File: src/irq_pkg.sv
// constants for the peripheral interrupt enable and flag block
//
// Function
// - 8-bit enable register, bit 4 unused, all bits reset to zero
// - 8-bit flag register matching enable layout, read/write, reset zero
// - bit 4 of both registers ignores writes and reads zero
// - enable one lets its source request; zero blocks it
// - flags set on their event regardless of any enable
// - no peripheral request without the peripheral group enable
// - eeprom write done flag, bit 7, sticky until software clears
// - adc done flag, bit 6, set on conversion complete
// - capture/compare flag, bit 5, capture or compare, unused in pwm
// - comparator change flag, bit 3, sticky until cleared
// - oscillator fail flag, bit 2, sticky until cleared
// - timer2 period match flag, bit 1, sticky until cleared
// - timer1 overflow flag, bit 0, sticky until cleared
package irq_pkg;
    localparam int REG_W = 8;
    localparam int ADDR_W = 4;
    // register offsets
    localparam logic [3:0] OFS_ENABLE = 4'h0;
    localparam logic [3:0] OFS_FLAGS = 4'h1;
    localparam logic [3:0] OFS_CORE = 4'h2;
    localparam logic [3:0] OFS_STATUS = 4'h3;
    localparam logic [3:0] OFS_MASK = 4'h4;
    // bit positions
    localparam int BIT_EEPROM = 7;
    localparam int BIT_ADC = 6;
    localparam int BIT_CAPCMP = 5;
    localparam int BIT_UNUSED = 4;
    localparam int BIT_COMP = 3;
    localparam int BIT_OSC = 2;
    localparam int BIT_TMR2 = 1;
    localparam int BIT_TIMER1_COUNT = 0;
    // core control bit positions
    localparam int BIT_GLOBAL = 7;
    localparam int BIT_GROUP = 6;
    // implemented bits and reset values
    localparam logic [7:0] IMPL_MASK = 8'hef;
    localparam logic [7:0] RESET_VAL = 8'h00;
    localparam logic [7:0] CORE_MASK = 8'hc0;
    // capture/compare unit modes
    typedef enum logic [1:0]
    {
        CCP_OFF     = 2'b00,
        CCP_CAPTURE = 2'b01,
        CCP_COMPARE = 2'b10,
        CCP_PWM     = 2'b11
    } ccp_mode_t;
endpackage : irq_pkg

File: src/irq_event_latch.sv
// one bank of sticky bits with set-wins-over-write loading
`timescale 1ns/1ps
module irq_event_latch #(
    parameter int W = 8
) (
    input  wire logic         clk,      // system clock
    input  wire logic         rst,      // sync reset, high
    input  wire logic [W-1:0] set_ev,   // event pulses
    input  wire logic         wr,       // load strobe
    input  wire logic [W-1:0] wr_data,  // value loaded on wr
    input  wire logic [W-1:0] keep,     // implemented bits
    output logic      [W-1:0] q         // latched bits
);
    logic [W-1:0] next_q;

    // =====================================================
    // per-bit next value
    genvar i;
    generate
        for (i = 0; i < W; i++)
        begin : g_bit
            assign next_q[i] = keep[i] &
                (set_ev[i] | (wr ? wr_data[i] : q[i]));
        end
    endgenerate

    // register bank
    always_ff @(posedge clk)
    begin
        if (rst)
            q <= '0;
        else
            q <= next_q;
    end
endmodule : irq_event_latch

File: src/peripheral_irq.sv
// peripheral interrupt enable, flag and request logic
`timescale 1ns/1ps
module peripheral_irq (
    input  wire logic             clk,            // system clock
    input  wire logic             rst,            // sync reset, high
    input  wire logic [3:0]       addr,           // register address
    input  wire logic [7:0]       wdata,          // write data
    input  wire logic             wr,             // write strobe
    input  wire logic             rd,             // read strobe
    output logic      [7:0]       rdata,          // read data, next cycle
    input  wire logic             eeprom_done,    // eeprom write finished
    input  wire logic             adc_done,       // conversion finished
    input  wire logic [1:0]       ccp_mode,       // capture/compare mode
    input  wire logic             ccp_capture,    // timer1 capture pulse
    input  wire logic             ccp_match,      // timer1 compare pulse
    input  wire logic             comp_out,       // comparator output
    input  wire logic             osc_fail,       // clock switched to int osc
    input  wire logic             timer2_match,   // timer2 period match
    input  wire logic             timer1_ovf,     // timer1 overflow
    output logic                  core_irq_req,   // request to core
    output logic                  irq             // status level interrupt
);
    // =====================================================
    // registers
    logic [7:0] peripheral_irq_enable;
    logic [7:0] peripheral_irq_flags;
    logic [7:0] core_irq_control;
    logic [7:0] status;
    logic [7:0] mask;
    logic       comp_prev;
    logic       prim_done;

    // =====================================================
    // address decode
    wire sel_en   = (addr == irq_pkg::OFS_ENABLE);
    wire sel_fl   = (addr == irq_pkg::OFS_FLAGS);
    wire sel_core = (addr == irq_pkg::OFS_CORE);
    wire sel_st   = (addr == irq_pkg::OFS_STATUS);
    wire sel_mk   = (addr == irq_pkg::OFS_MASK);
    wire wr_en    = wr & sel_en;
    wire wr_fl    = wr & sel_fl;
    wire wr_core  = wr & sel_core;
    wire wr_st    = wr & sel_st;
    wire wr_mk    = wr & sel_mk;

    // =====================================================
    // source events
    wire ccp_ev = ((ccp_mode == irq_pkg::CCP_CAPTURE) & ccp_capture)
                | ((ccp_mode == irq_pkg::CCP_COMPARE) & ccp_match);
    wire comp_ev = prim_done & (comp_out != comp_prev);
    wire [7:0] events;
    assign events[irq_pkg::BIT_EEPROM] = eeprom_done;
    assign events[irq_pkg::BIT_ADC] = adc_done;
    assign events[irq_pkg::BIT_CAPCMP] = ccp_ev;
    assign events[irq_pkg::BIT_UNUSED] = 1'b0;
    assign events[irq_pkg::BIT_COMP] = comp_ev;
    assign events[irq_pkg::BIT_OSC] = osc_fail;
    assign events[irq_pkg::BIT_TMR2] = timer2_match;
    assign events[irq_pkg::BIT_TIMER1_COUNT] = timer1_ovf;

    // =====================================================
    // flag bank: flags set independent of enables
    irq_event_latch #(
        .W(irq_pkg::REG_W)
    ) u_flags (
        .clk     (clk),
        .rst     (rst),
        .set_ev  (events),
        .wr      (wr_fl),
        .wr_data (wdata),
        .keep    (irq_pkg::IMPL_MASK),
        .q       (peripheral_irq_flags)
    );

    // =====================================================
    // request combination
    wire [7:0] active = peripheral_irq_flags & peripheral_irq_enable;
    wire group_en  = core_irq_control[irq_pkg::BIT_GROUP];
    wire global_en = core_irq_control[irq_pkg::BIT_GLOBAL];
    // and of flag and enable, or-reduced, then group and global gates
    wire next_req  = (|active) & group_en & global_en;
    wire req_rise  = next_req & ~core_irq_req;
    wire [7:0] st_ev = {7'h00, req_rise};
    wire [7:0] next_status =
        st_ev | (status & ~(wr_st ? wdata : irq_pkg::RESET_VAL));

    // =====================================================
    // read mux
    wire [7:0] rmux =
        sel_en   ? peripheral_irq_enable :
        sel_fl   ? peripheral_irq_flags :
        sel_core ? core_irq_control :
        sel_st   ? status :
        sel_mk   ? mask : irq_pkg::RESET_VAL;

    // =====================================================
    // enable and control registers
    always_ff @(posedge clk)
    begin
        if (rst)
        begin
            peripheral_irq_enable <= irq_pkg::RESET_VAL;
            core_irq_control      <= irq_pkg::RESET_VAL;
            mask                  <= irq_pkg::RESET_VAL;
        end
        else
        begin
            if (wr_en)
                peripheral_irq_enable <= wdata & irq_pkg::IMPL_MASK;
            if (wr_core)
                core_irq_control <= wdata & irq_pkg::CORE_MASK;
            if (wr_mk)
                mask <= wdata & 8'h01;
        end
    end

    // status, comparator history and outputs
    always_ff @(posedge clk)
    begin
        if (rst)
        begin
            status       <= irq_pkg::RESET_VAL;
            comp_prev    <= 1'b0;
            prim_done    <= 1'b0;
            core_irq_req <= 1'b0;
            irq          <= 1'b0;
            rdata        <= irq_pkg::RESET_VAL;
        end
        else
        begin
            status       <= next_status;
            comp_prev    <= comp_out;
            prim_done    <= 1'b1;
            core_irq_req <= next_req;
            irq          <= |(next_status & mask);
            rdata        <= rd ? rmux : irq_pkg::RESET_VAL;
        end
    end
endmodule : peripheral_irq

File: config.mk
export PLATFORM = sky130hd
export DESIGN_NAME = peripheral_irq
export DESIGN_NICKNAME = d
export VERILOG_FILES = /design/src/irq_pkg.sv /design/src/irq_event_latch.sv /design/src/peripheral_irq.sv
export SDC_FILE = /design/constraint.sdc
export NUM_CORES = 1
export LEC_CHECK = 0
export ABC_AREA = 1
export BUFFER_PORTS_ARGS = -buffer_cell sky130_fd_sc_hd__buf_2
export CORE_ASPECT_RATIO = 0.6
export CORE_MARGIN = 4
export CORE_UTILIZATION = 50
export DETAILED_ROUTE_END_ITERATION = 8
export PLACE_DENSITY = 0.76
export SKIP_CTS_REPAIR_TIMING = 1
export SLEW_MARGIN = 40
export SYNTH_ARGS = -nofsm -noshare
export SYNTH_HDL_FRONTEND = slang
export SYNTH_HIERARCHICAL = 1
export SYNTH_SLANG_ARGS = --single-unit
File: constraint.sdc
create_clock -name clk -period 2.05 [get_ports clk]
set_input_delay 0 -clock clk [delete_from_list [all_inputs] [get_ports clk]]
set_output_delay 0 -clock clk [all_outputs]
set_load 0.02 [all_outputs]
==> results.toml <==
[outcome]
run_status = "finished with violations"
violations = "hold timing"

[clocking]
cts.clk_slew.worst_paths_ps = 70
cts_buffers = 5
cts.sinks = 38
clk_latency_ps = 290
root_buffer = "clkbuf_8"
clockBufferDepth = 2
cts_max_level = 2
cts_tree = "done"

[worst_setup_path]
r2r_start = "core_irq_control[7]"
start_kind = "flop"
rr_endpoint = "irq"
worst-endpoint-required_ps = 2280
worstRegToRegCells = 4
reg2reg_slack_ps = 970
arrival_ps = 1310
worstPathMaxFanout = 2
cp-end-kind = "flop"
worstSetupPathType = "reg2reg"

[global_routing]
grt_max_degree = 17
antenna_found_initial = 0
grt_use_total = 0.196
grt-ovfl-total = 0
grt_pass1_wl_mm = 6.52
first_global_vias = 1354

[timing]
period_needed_ps = 1080
timing.final.crit_share = 0.527
timing.final.hold_violations = 1
drv_slew = 0
finalSetupViolations = 0
fin_setup_tns_ps = 0
skew_ps = 6.71
fin_hold_ws_ps = -10.2
rsz0062_at_grt = "no"
fmax_ghz = 0.926

[synth]
synth_cell_type_count = 23
synth-seq-area-share = 0.439
avgSynthCellArea_um2 = 6.88
synth_seq_cells = 38
ys_warn_count = 6
syn_inst = 252
syn_area_um2 = 1730

[worst_hold_path]
hp-start = "eeprom_done"
holdPathStages = 5
min_path_type = "in2reg"
min_to = "u_flags/q[7]"

[floorplan]
ios = 36
die_w_um = 84
start_util = 0.528
rows = 16
dieHeight_um = 53.6
core_region_area_um2 = 3280
die_area_um2 = 4500

[route]
drt_iter0_markers = 187
via_count = 1622
dr.pass1.iters = 4
wirelength_mm = 4.10
ant_nets = 0
wl_per_cell_um = 11.7
drcViolationCount = 0
routed_via_density = 4.63

[layout]
drive_gt1_frac = 0.200
n_antenna_cell = 0
finalInstanceArea_um2 = 2110
layoutNonFillerInstCount = 350
areaGrowthSynthToFinish_pct = 21.9
fin_util = 0.644
fin_nets = 330

[placement]
gp_congestion = 0.846
io_buffers = 35
postPlaceCellArea_um2 = 1940
placed_cells = 334
place_hpwl_mm = 3.10

[power_and_ir_drop]
irDropWorstVdd_mv = 0.518
cellPowerDensity_nw_per_um2 = 670
leakage_nw = 1.01

[flow_run]
cap_violations = 0
==> critical path, cell delays in order, from the launching register on <==
cell,delay (ps)
dfxtp_1,330
inv_1,50
nor3_1,360
nand3_1,150
a21oi_1,130
==> power breakdown <==
group | switching, mW | total, mW | leakage, nW | internal, mW
logic | 0.0791 | 0.132 | 0.655 | 0.0527
registers | 0.0106 | 0.762 | 0.308 | 0.752
clock network | 0.251 | 0.522 | 0.0482 | 0.271
total | 0.341 | 1.42 | 1.01 | 1.08
==> metal layers <==
metal  track usage  vias to the layer above  share of wire
met5             0                        -              0
met4        0.0802                        0          0.011
met3        0.0566                        6          0.095
met2         0.269                       53           0.37
met1         0.286                      694           0.52
li1              -                      869              -
==> placed cells by master (no fill, tap or decap), types with 2 or more instances in the layout <==
cell           Yosys  final
a21oi_1           21     21
a31oi_1            4      4
buf_2              2     35
clkbuf_8           0      6
conb_1             2      9
dfxtp_1           38     38
dlygate4sd3_1      0      8
inv_1             35     35
nand2_1           76     76
nand2_2            4      4
nand3_1           10     10
nand4_1            5      5
nor2_1            26     26
nor2_2             9      9
nor2_4             2      2
o21ai_0            8      8
==> through the flow <==
stage / total power, mW / hold slack (ps) / worst slack (ps)
6_report: 1.42 / -10.2 / 970
3_3_place_gp: 0.896 / 200 / 923
2_1_floorplan: 0.848 / 91.3 / 1130
3_5_place_dp: 0.898 / 207 / 878
5_1_grt: 1.49 / 2.66 / 865
4_1_cts: 1.42 / -107 / 991
==> state kept, by name (all words and copies together) (netlist names) <==
name / cells
prim_done: 1
comp_prev: 1
irq: 1
peripheral_irq_enable: 7
status: 8
core_irq_req: 1
rdata: 8
core_irq_control: 2
u_flags/q: 8
mask: 1
==> cell type report <==
| cell class | count | area (um2) |
|---|---|---|
| Clock inverter | 1 | 5.00 |
| Inverter | 37 | 141 |
| Sequential cell | 38 | 761 |
| Tap cell | 45 | 56.3 |
| Clock buffer | 7 | 86.3 |
| Timing Repair Buffer | 44 | 263 |
| Multi-Input combinational cell | 178 | 801 |
| Fill cell | 311 | 1170 |
==> synth_stat cells <==
| cell | number | area share |
|---|---|---|
| a21boi_1 | 1 | 0.0043 |
| a21oi_1 | 21 | 0.061 |
| a31oi_1 | 4 | 0.014 |
| and2_1 | 1 | 0.0036 |
| buf_12 | 1 | 0.012 |
| buf_2 | 2 | 0.0058 |
| buf_6 | 2 | 0.013 |
| clkbuf_1 | 1 | 0.0022 |
| conb_1 | 2 | 0.0043 |
| dfxtp_1 | 38 | 0.44 |
| inv_1 | 35 | 0.076 |
| inv_2 | 1 | 0.0022 |
| inv_4 | 1 | 0.0036 |
| nand2_1 | 76 | 0.16 |
| nand2_2 | 4 | 0.014 |
| nand3_1 | 10 | 0.029 |
| nand3_2 | 1 | 0.0058 |
| nand4_1 | 5 | 0.018 |
| nor2_1 | 26 | 0.056 |
| nor2_2 | 9 | 0.032 |
| nor2_4 | 2 | 0.013 |
| nor3_1 | 1 | 0.0029 |
| o21ai_0 | 8 | 0.023 |
==> cells by family after synthesis <==
| logic type | count (synthesis) | share of synthesized area |
|---|---|---|
| other | 2 | 0.00433 |
| DFF | 38 | 0.439 |
| and+or+nand+nor | 135 | 0.340 |
| buffers and inverters | 43 | 0.114 |
| AOI/OAI and AO/OA | 34 | 0.103 |
==> how the worst max path moves through the flow <==
stage / start / cells past startpoint / slack (ps) / endpoint
finish: core_irq_control[7] / 4 / 970 / irq
detailed placement: rst / 6 / 880 / rdata[6]
CTS: core_irq_control[7] / 4 / 990 / irq
floorplan: addr[3] / 8 / 1130 / u_flags/q[0]
global route: core_irq_control[7] / 4 / 870 / irq
global placement: addr[3] / 8 / 920 / u_flags/q[5]
Note: power is estimated with default switching activity, not from simulation.
